[src/rtl/srl_pkg.sv]
// Constants for the serial register loader
package srl_pkg;
  localparam int DATA_W = 28;
  localparam int ADDR_W = 4;
  localparam int WORD_W = DATA_W + ADDR_W;
  localparam int NUM_REGS = 16;
  localparam int CNT_W = 6;
  localparam logic [ADDR_W-1:0] CAL_ADDR = 4'h0;
  localparam logic [ADDR_W-1:0] DBL_ADDR = 4'hD;
  localparam int DBL_BIT = 0;
  localparam logic [DATA_W-1:0] REG_RST = 28'h0000000;
  localparam logic [CNT_W-1:0] CNT_RST = 6'h00;
  localparam logic [CNT_W-1:0] CNT_MAX = 6'h3F;
  // Least load-strobe high time, ns, and its cycle count at 200 MHz
  localparam int CLK_PERIOD_NS = 5;
  localparam int LOAD_PULSE_NS = 25;
  localparam int LOAD_PULSE_CYC =
    (LOAD_PULSE_NS + CLK_PERIOD_NS - 1) / CLK_PERIOD_NS;
  // One-cycle calibration start pulse width
  localparam int CAL_PULSE_CYC = 1;
endpackage

[src/rtl/srl_loader.sv]
// Serial register loader: three-wire write-only programming port
`timescale 1ns/100ps
// Overview of operation
// On each serial clock rise, sample data and shift it into the shifter.
// On load strobe rise, copy data field to register chosen by address.
// Host sends data bits D27 to D0 then address A3 to A0, MSB first.
// Host should return clock, data and strobe low after programming.
// Every commit to register zero starts calibration, even if unchanged.
// Doubler-enable bit in register 13 switches the reference doubler.
// Host keeps strobe low while shifting; commits happen only on rise.
module srl_loader
  import srl_pkg::*;
(
  // Clock, reset, enable
  input wire logic ref_clk,
  input wire logic rst,
  input wire logic clk_en,
  // Programming pins, asynchronous to ref_clk
  input wire logic serial_shift_clock,
  input wire logic serial_data_in,
  input wire logic load_strobe,
  // Block outputs
  output logic register_zero_calibration_trigger,
  output logic ref_doubler_enable,
  output logic [DATA_W*NUM_REGS-1:0] reg_image,
  output logic [CNT_W-1:0] bit_count
);

  // Bit count that marks one complete programming word
  localparam logic [CNT_W-1:0] FULL_CNT = CNT_W'(WORD_W);

  // Whole block state; one record keeps the register-and-copy idiom simple
  typedef struct packed {
    logic [2:0] sclk_sync; // Two sync stages plus edge history
    logic [1:0] sdat_sync; // Two sync stages, aligned with clock stage 1
    logic [2:0] le_sync; // Two sync stages plus edge history
    logic [WORD_W-1:0] shift;
    logic [CNT_W-1:0] cnt;
    logic [NUM_REGS-1:0][DATA_W-1:0] regs; // Register bank, one per address
    logic cal;
    logic dbl;
  } srl_state_s;

  srl_state_s st_ff;
  srl_state_s nxt_st;

  // Rising edge on a synchronised triple; stage 0 is never read here
  function automatic logic rose(input logic [2:0] s);
    rose = s[1] & ~s[2];
  endfunction

  // Address match, shared by the bank decode and the side effects
  function automatic logic addr_hit(
    input logic [ADDR_W-1:0] addr,
    input logic [ADDR_W-1:0] want
  );
    addr_hit = (addr == want);
  endfunction

  logic sclk_rise;
  logic le_rise;
  logic [ADDR_W-1:0] tgt_addr;
  logic [DATA_W-1:0] tgt_data;
  logic [NUM_REGS-1:0] reg_sel;
  logic cal_hit;
  logic dbl_hit;

  // Edge detection after the two synchroniser stages
  assign sclk_rise = rose(st_ff.sclk_sync);
  assign le_rise = rose(st_ff.le_sync);
  // Last bit shifted lands at bit 0, so the address is the low nibble
  assign tgt_addr = st_ff.shift[ADDR_W-1:0];
  assign tgt_data = st_ff.shift[WORD_W-1:ADDR_W];

  // One write select per register of the bank
  for (genvar g = 0; g < NUM_REGS; g++)
  begin : g_sel
    assign reg_sel[g] = le_rise & addr_hit(tgt_addr, ADDR_W'(g));
    // A register whose address was not committed keeps its contents
    chk_bank_select: assert property (
      @(posedge ref_clk) disable iff (rst)
      !(le_rise && tgt_addr == ADDR_W'(g)) |=> $stable(st_ff.regs[g]))
      else $error("unaddressed register changed");
  end

  // Side effects of a commit, decoded from the same address
  assign cal_hit = le_rise & addr_hit(tgt_addr, CAL_ADDR);
  assign dbl_hit = le_rise & addr_hit(tgt_addr, DBL_ADDR);

  // Next state; data stage sdat_sync[1] aligns with sclk_sync[1]
  always_comb
  begin
    nxt_st = st_ff;
    // Calibration start lasts one enabled cycle unless armed again
    nxt_st.cal = 1'h0;
    nxt_st.sclk_sync = {st_ff.sclk_sync[1:0], serial_shift_clock};
    nxt_st.sdat_sync = {st_ff.sdat_sync[0], serial_data_in};
    nxt_st.le_sync = {st_ff.le_sync[1:0], load_strobe};
    if (sclk_rise)
    begin
      // Older bits fall off the top, so extra leading bits are harmless
      nxt_st.shift = {st_ff.shift[WORD_W-2:0], st_ff.sdat_sync[1]};
      if (st_ff.cnt != CNT_MAX)
      begin
        nxt_st.cnt = st_ff.cnt + 6'h01;
      end
    end
    // Commit only on strobe rise; clock edges alone never write
    for (int r = 0; r < NUM_REGS; r++)
    begin
      if (reg_sel[r])
      begin
        nxt_st.regs[r] = tgt_data;
      end
    end
    if (le_rise)
    begin
      nxt_st.cnt = CNT_RST;
    end
    // Same value again still restarts calibration: no compare with old
    if (cal_hit)
    begin
      nxt_st.cal = 1'h1;
    end
    if (dbl_hit)
    begin
      nxt_st.dbl = tgt_data[DBL_BIT];
    end
  end

  // Single state register; clock enable freezes everything, syncs too,
  // so pin edges that start and end while it is low are not seen
  always_ff @(posedge ref_clk or posedge rst)
  begin
    if (rst)
    begin
      st_ff <= '0;
    end
    else if (clk_en)
    begin
      st_ff <= nxt_st;
    end
  end

  // Outputs straight from flip-flops
  assign register_zero_calibration_trigger = st_ff.cal;
  assign ref_doubler_enable = st_ff.dbl;
  assign reg_image = st_ff.regs;
  assign bit_count = st_ff.cnt;

  // Assertions on shifting and counting
  chk_shift_on_edge: assert property (
    @(posedge ref_clk) disable iff (rst)
    (clk_en && sclk_rise) |=>
      st_ff.shift[0] == $past(st_ff.sdat_sync[1]))
    else $error("shift register missed a serial bit");

  chk_cnt_step: assert property (
    @(posedge ref_clk) disable iff (rst)
    (clk_en && sclk_rise && !le_rise && bit_count != CNT_MAX) |=>
      bit_count == $past(bit_count) + 6'h01)
    else $error("bit count did not follow a serial edge");

  // Assertions on commits
  chk_commit_data: assert property (
    @(posedge ref_clk) disable iff (rst)
    (clk_en && le_rise) |=>
      st_ff.regs[$past(tgt_addr)] == $past(tgt_data))
    else $error("load did not commit shifted data");

  chk_cal_start: assert property (
    @(posedge ref_clk) disable iff (rst)
    (clk_en && le_rise && tgt_addr == CAL_ADDR) |=>
      register_zero_calibration_trigger)
    else $error("register zero write did not start calibration");

  chk_cal_cause: assert property (
    @(posedge ref_clk) disable iff (rst)
    $rose(register_zero_calibration_trigger) |->
      $past(clk_en) && $past(le_rise) && $past(tgt_addr) == CAL_ADDR)
    else $error("calibration started without register zero write");

  chk_cal_pulse: assert property (
    @(posedge ref_clk) disable iff (rst)
    (clk_en && register_zero_calibration_trigger) |=>
      !register_zero_calibration_trigger)
    else $error("calibration start lasted more than one cycle");

  chk_dbl_follow: assert property (
    @(posedge ref_clk) disable iff (rst)
    (clk_en && le_rise && tgt_addr == DBL_ADDR) |=>
      ref_doubler_enable == $past(tgt_data[DBL_BIT]))
    else $error("doubler enable did not follow register 13");

  chk_dbl_stable: assert property (
    @(posedge ref_clk) disable iff (rst)
    !(le_rise && tgt_addr == DBL_ADDR) |=> $stable(ref_doubler_enable))
    else $error("doubler enable changed without a commit");

  chk_no_commit: assert property (
    @(posedge ref_clk) disable iff (rst)
    !le_rise |=> $stable(st_ff.regs))
    else $error("register changed without load strobe rise");

  chk_cnt_clear: assert property (
    @(posedge ref_clk) disable iff (rst)
    (clk_en && le_rise) |=> bit_count == CNT_RST)
    else $error("bit count not cleared on commit");

  cov_cal_write: cover property (
    @(posedge ref_clk) disable iff (rst)
    register_zero_calibration_trigger);
  cov_dbl_on: cover property (
    @(posedge ref_clk) disable iff (rst) $rose(ref_doubler_enable));
  cov_full_word: cover property (
    @(posedge ref_clk) disable iff (rst)
    le_rise && bit_count == FULL_CNT);
  cov_en_freeze: cover property (
    @(posedge ref_clk) disable iff (rst)
    !clk_en ##1 clk_en);
endmodule

[config.mk]
export PLATFORM = sky130hd
export DESIGN_NAME = srl_loader
export DESIGN_NICKNAME = d
export VERILOG_FILES = /design/src/rtl/srl_pkg.sv /design/src/rtl/srl_loader.sv
export SDC_FILE = /design/constraint.sdc
export NUM_CORES = 1
export LEC_CHECK = 0
export BUFFER_PORTS_ARGS = -buffer_cell sky130_fd_sc_hd__buf_2
export CORE_MARGIN = 2
export CORE_UTILIZATION = 50
export DETAILED_ROUTE_END_ITERATION = 6
export PLACE_DENSITY = 0.77
export SYNTH_ARGS = -nofsm -noshare
export SYNTH_HDL_FRONTEND = slang
export SYNTH_SLANG_ARGS = --single-unit
[constraint.sdc]
create_clock -name ref_clk -period 15.7 [get_ports ref_clk]
set_input_delay 3.14 -clock ref_clk [delete_from_list [all_inputs] [get_ports ref_clk]]
set_output_delay 3.14 -clock ref_clk [all_outputs]
set_load 0.02 [all_outputs]
# After elaboration in Yosys (flattened, before gate mapping)
# Cells that the tools add are included.
word_totals:
  register_bits: 496
  latchBits: 0
  ram_bits: 0
  mem_bits_ro: 0
  in_bits: 6
  mem_count: 0
classes:
  add_sub_neg: 1
  mul: 0
  div: 0
  order_cmp: 0
  n_eq_ne: 16
  n_shift: 0
  muxes: 4
  bitwise_logic: 20
  n_reduce_logical: 21
ops:
  columns: ["op", "n"]
  rows:
  - ["$reduce_and 2->1", 17]
  - ["$eq 4x4->1 const B", 8]
  - ["$and 1x1->1", 18]
  - ["$mux 6", 3]
  - ["$eq 4x3->1 const B", 4]
  - ["$eq 4x2->1 const B", 2]
  - ["$add 6x1->6 const B", 1]
  - ["$ne 6x6->1 const B", 1]
  - ["$eq 4x1->1 const B", 1]
  - ["$logic_not 4->1", 1]
  - ["$reduce_bool 2->1", 2]
  - ["$reduce_and 3->1", 1]
  - ["$not 1->1", 2]
  - ["$mux 1", 1]

# Longest topological paths before layout
logic_depth:
  word_depth: 4
  depth_mapped: 7

# Worst setup path after synthesis
# Ideal clock, no wire load.
synth_path:
  kind: "input to register"
  from: "in clk_en"
  to: "reg st_ff (netlist bit reg_image[0])"
  setup_time_ns: 0.125
  arrival_time_ns: 4.531
  required_time_ns: 15.575
  path_slack_ns: 11.045
  cell_stages: 7
  path_buffers: 3
  path_cell_list: "nand3b_1 or3_1 buf_4 nor3_2 buf_4 buf_6 mux2_2"
synth_via:
  elab_chain_len: 1
synth_lines:
  columns: ["item", "line", "rtl"]
  rows:
  - ["start, declared", "srl_loader.sv:17", "input wire logic clk_en,"]
  - ["$reduce_and 2->1 (no source line)", null, null]
  - ["end signal, assigned", "srl_loader.sv:141", "st_ff <= nxt_st;"]
  - ["end, declared", "srl_loader.sv:44", "srl_state_s st_ff;"]
# Every way passes these cells.
# A chain may end at the register's enable or synchronous reset.

# Final worst setup path
layout_path:
  from: "in clk_en"
  to: "reg st_ff (netlist bit reg_image[13])"
# The elaborated chain is that of the path after synthesis.

==> impl_metrics.csv <==
group,metric,value,unit
run_status,run_status,"complete, no violations",
pwr,ir_drop,81.61,uV
global_routing,first_global_vias,11970,
worst_setup_path,critical_path.slowest_cell,"sky130_fd_sc_hd__or3_1",
pwr,power_density,117.9,mW/mm^2
synthesis,async_flop_share,1.000,
timing,portion_of_the_clock_cycle_consumed_by_the_worst_path_in_the_final_layout,0.3236,
clock_network,cts_repair_resized_insts,0,
floorplan,floorplan.rows,77,
detailed_routing,drt-wirelength-per-cell,22.08,um
synthesis,yosysUniqueCellTypes,38,
timing,report.final.slew_viol_count,0,
worst_setup_path,worst_setup_path_startpoint,"clk_en",
global_routing,antenna_found_initial,1,
detailed_routing,drt-total-wl,49940,um
pwr,seqPwrFrac,0.503,
finish,antenna_cells,0,
finish,finish.cell_count_without_fillers,2262,
detailed_routing,drc,0,
clock_network,path_clk_slew,60,ps
worst_setup_path,critical_path_required,16170,ps
synthesis,syn_nets,1645,
timing,final-setup-viol-count,0,
worst_setup_path,startpoint_of_the_most_critical_register_to_register_path,"st_ff[490]",
worst_setup_path,critical_path_arrival,5550,ps
detailed_routing,postRouteAntennaNets,0,
worst_hold_path,worstHoldPathCells,2,
worst_setup_path,critical_path.max_fanout,18,
floorplan,die_width,214.3,um
pwr,p_comb_frac,0.061,
floorplan,die_area,0.04591,mm^2
finish,layout-drive-gt1-share,0.6102,
worst_setup_path,critical_path.cell_chain,"buf_2, nand3b_1, or3_1, nor3_4, buf_4, mux2_2",
worst_setup_path,cpLargestDelayFamily,"simple AND/OR/NAND/NOR gates",
worst_hold_path,hold_path.class,"register to register",
worst_setup_path,cp_slowest_stage_delay,580,ps
worst_setup_path,rr_worst_depth,5,
global_routing,grt_pass1_wl,75230,um
detailed_routing,drt_first_iter_violations,924,
synthesis,ys_ff_latch,495,
placement,io_buffer_count,461,
clock_network,clk-insertion-delay-late,600,ps
clock_network,cts.path.max_buffers,3,
synthesis,synth_area,0.02211,mm^2
worst_setup_path,criticalPathCategory,"primary input to register",
floorplan,i_o_pin_total,462,
pwr,psw,0.0006763,W
pwr,switching_share,0.2478,
worst_setup_path,worstSetupEndpointType,"register",
timing,setup_repair_after_global_routing_missed_its_margin,"no",
floorplan,fp.dieH,214.3,um
timing,post_route_hold_slack,471.4,ps
clock_network,cts_root_buf,"sky130_fd_sc_hd__clkbuf_16",
placement,dpl.hpwl,33400,um
pwr,total_power,0.002729,W
clock_network,cts_inserted_buffers,51,
finish,utilization,0.5268,
synthesis,synth_enable_flop_cells,0,
job,drv.max_cap_violation_count,0,
synthesis,synth-seq-area-share,0.5603,
worst_setup_path,worstSetupPathDepth,6,
synthesis,netlist_top_cells_area,"sky130_fd_sc_hd__dfrtp_1, sky130_fd_sc_hd__mux2_2, sky130_fd_sc_hd__buf_4",
finish,syn2layout_area_growth,4.698,%
clock_network,cts_hold_buffers,0,
synthesis,syn_inst,1638,
clock_network,clock_sink_count,495,
timing,fmaxAchievable,196.8,MHz
clock_network,cts_tree,"done",
synthesis,postSynth.topFlopCell,"sky130_fd_sc_hd__dfrtp_1",
synthesis,synth_largest_area_cell,"sky130_fd_sc_hd__dfrtp_1",
worst_setup_path,ff2ff_setup_slack,13000,ps
finish,ff_latch_area,0.01239,mm^2
clock_network,postCtsSetupRepairBufs,0,
detailed_routing,vias,11660,
synthesis,yosysMostFrequentCell,"sky130_fd_sc_hd__dfrtp_1",
synthesis,synth.top_cells.by_count,"sky130_fd_sc_hd__dfrtp_1, sky130_fd_sc_hd__buf_4, sky130_fd_sc_hd__mux2_2",
worst_setup_path,cp_num_buf_inv,2,
synthesis,synth.top_cell.area_share,0.5603,
timing,final-hold-violation-count,0,
global_routing,overflow,0,
timing,worst_slew_pin_slew,1149,ps
global_routing,groute.usage.overall,0.2143,
synthesis,synth_warnings,0,
detailed_routing,viasPerCell,5.156,
timing,finalWorstPathRequiredPeriod,5081,ps
finish,fill_cells,3683,
placement,placedCellCount,2171,
floorplan,core_region_area,0.04393,mm^2
synthesis,post_synth.cell_area_avg,13.50,um^2
pwr,p_leak,13.32,nW
pwr,p_clk_frac,0.435,
worst_hold_path,hold_path.startpoint,"st_ff[492]",
finish,multi_input_area,0.005962,mm^2
timing,largest_clock_skew_in_the_final_design,26.89,ps
placement,routabilityCongestion,0.7722,
pwr,power_report.internal_total,0.002053,W
finish,final_nets,1639,
detailed_routing,detailed_routing_iteration_count_for_the_pre_antenna_repair_pass,5,
global_routing,grt_max_degree,191,
timing,setup_total_neg_slack,0,ps
worst_setup_path,start_kind,"primary input",
clock_network,htree_num_levels,2,
floorplan,initial_core_util,0.5032,
timing,relSlewSlack,0.2321,
worst paths after layout:
path                                   to
setup / recovery            reg_image[13]
hold / removal                 st_ff[456]
setup reg to reg            reg_image[13]
hold reg to reg                st_ff[456]
max in group asynchronous  reg_image[108]
min in group asynchronous      st_ff[490]
cell type report:
type / instances / share of cell area
Clock inverter: 19 / 0.009677
Tap cell: 592 / 0.03200
Multi-Input combinational cell: 612 / 0.2576
Timing Repair Buffer: 469 / 0.1028
Sequential cell: 495 / 0.5352
Inverter: 3 / 0.0006487
Clock buffer: 72 / 0.06206
cells in the final DEF, fill, tap and decap left out, types with 2 or more instances in the layout:
master                         n
sky130_fd_sc_hd__buf_2       461
sky130_fd_sc_hd__nor2b_1       2
sky130_fd_sc_hd__clkbuf_1     14
sky130_fd_sc_hd__nand3_2       2
sky130_fd_sc_hd__mux2_2      453
sky130_fd_sc_hd__nor2_8        2
sky130_fd_sc_hd__and3_1        4
sky130_fd_sc_hd__nor2_4        4
sky130_fd_sc_hd__clkbuf_16    52
sky130_fd_sc_hd__nand3_1       5
sky130_fd_sc_hd__clkbuf_8      6
sky130_fd_sc_hd__buf_4         7
sky130_fd_sc_hd__nand2b_1      3
sky130_fd_sc_hd__mux2_1        3
sky130_fd_sc_hd__a31oi_1       5
sky130_fd_sc_hd__clkinv_4      2
sky130_fd_sc_hd__o21ai_0       4
sky130_fd_sc_hd__clkinvlp_4    2
sky130_fd_sc_hd__nand2_1      99
sky130_fd_sc_hd__nand2_2       6
sky130_fd_sc_hd__dfrtp_1     495
sky130_fd_sc_hd__bufinv_16     3
sky130_fd_sc_hd__clkinv_2     10
sky130_fd_sc_hd__nor3_4        2
sky130_fd_sc_hd__nand3b_1      2
sky130_fd_sc_hd__nor2_1        2
sky130_fd_sc_hd__inv_1         2
sequential cells by signal, summed over array words and instances (netlist names):
name / cells
reg_image: 448
st_ff: 35
bit_count: 6
nxt_st: 5
register_zero_calibration_trigger: 1
worst reg2reg max path: stages, from the launching register on:
cell and delay [ps]:
sky130_fd_sc_hd__dfrtp_1 390, sky130_fd_sc_hd__nand3b_1 240, sky130_fd_sc_hd__or3_1 580, sky130_fd_sc_hd__nor3_4 580, sky130_fd_sc_hd__buf_4 380, sky130_fd_sc_hd__mux2_2 390
power by group through the flow:
stage | clock network (W) | logic, W | registers [W]
after floorplan | 0 | 0.000165 | 0.00135
after global placement | 0 | 0.000165 | 0.00139
after detailed placement | 0 | 0.000170 | 0.00139
after CTS | 0.00121 | 0.000171 | 0.00137
after global routing | 0.00126 | 0.000182 | 0.00138
final | 0.00119 | 0.000168 | 0.00137
per-stage QoR:
step | setup WS, ps | area, um^2
floorplan | 5845 | 22110
global placement | 10020 | 21480
detailed placement | 9948 | 21480
CTS | 10580 | 23140
global route | 10270 | 23140
finish | 10620 | 23140
routing by layer:
layer | GRT usage | vias up | wire length [um]
li1 | - | 5020 | -
met1 | 0.2741 | 6126 | 20560
met2 | 0.3543 | 420 | 24330
met3 | 0.05617 | 97 | 3535
met4 | 0.07546 | 0 | 1512
met5 | 0 | - | 0
cell families after synthesis:
family	after synthesis	share of synthesized area
AO/OA/AOI/OAI	15	0.004472
flip-flops	495	0.5603
AND/OR/NAND/NOR	139	0.03090
adder cells (fa/ha/maj)	1	0.0005659
multiplexers	457	0.2327
buffers and inverters	531	0.1710
No activity file was read; power rests on OpenSTA's default activity.
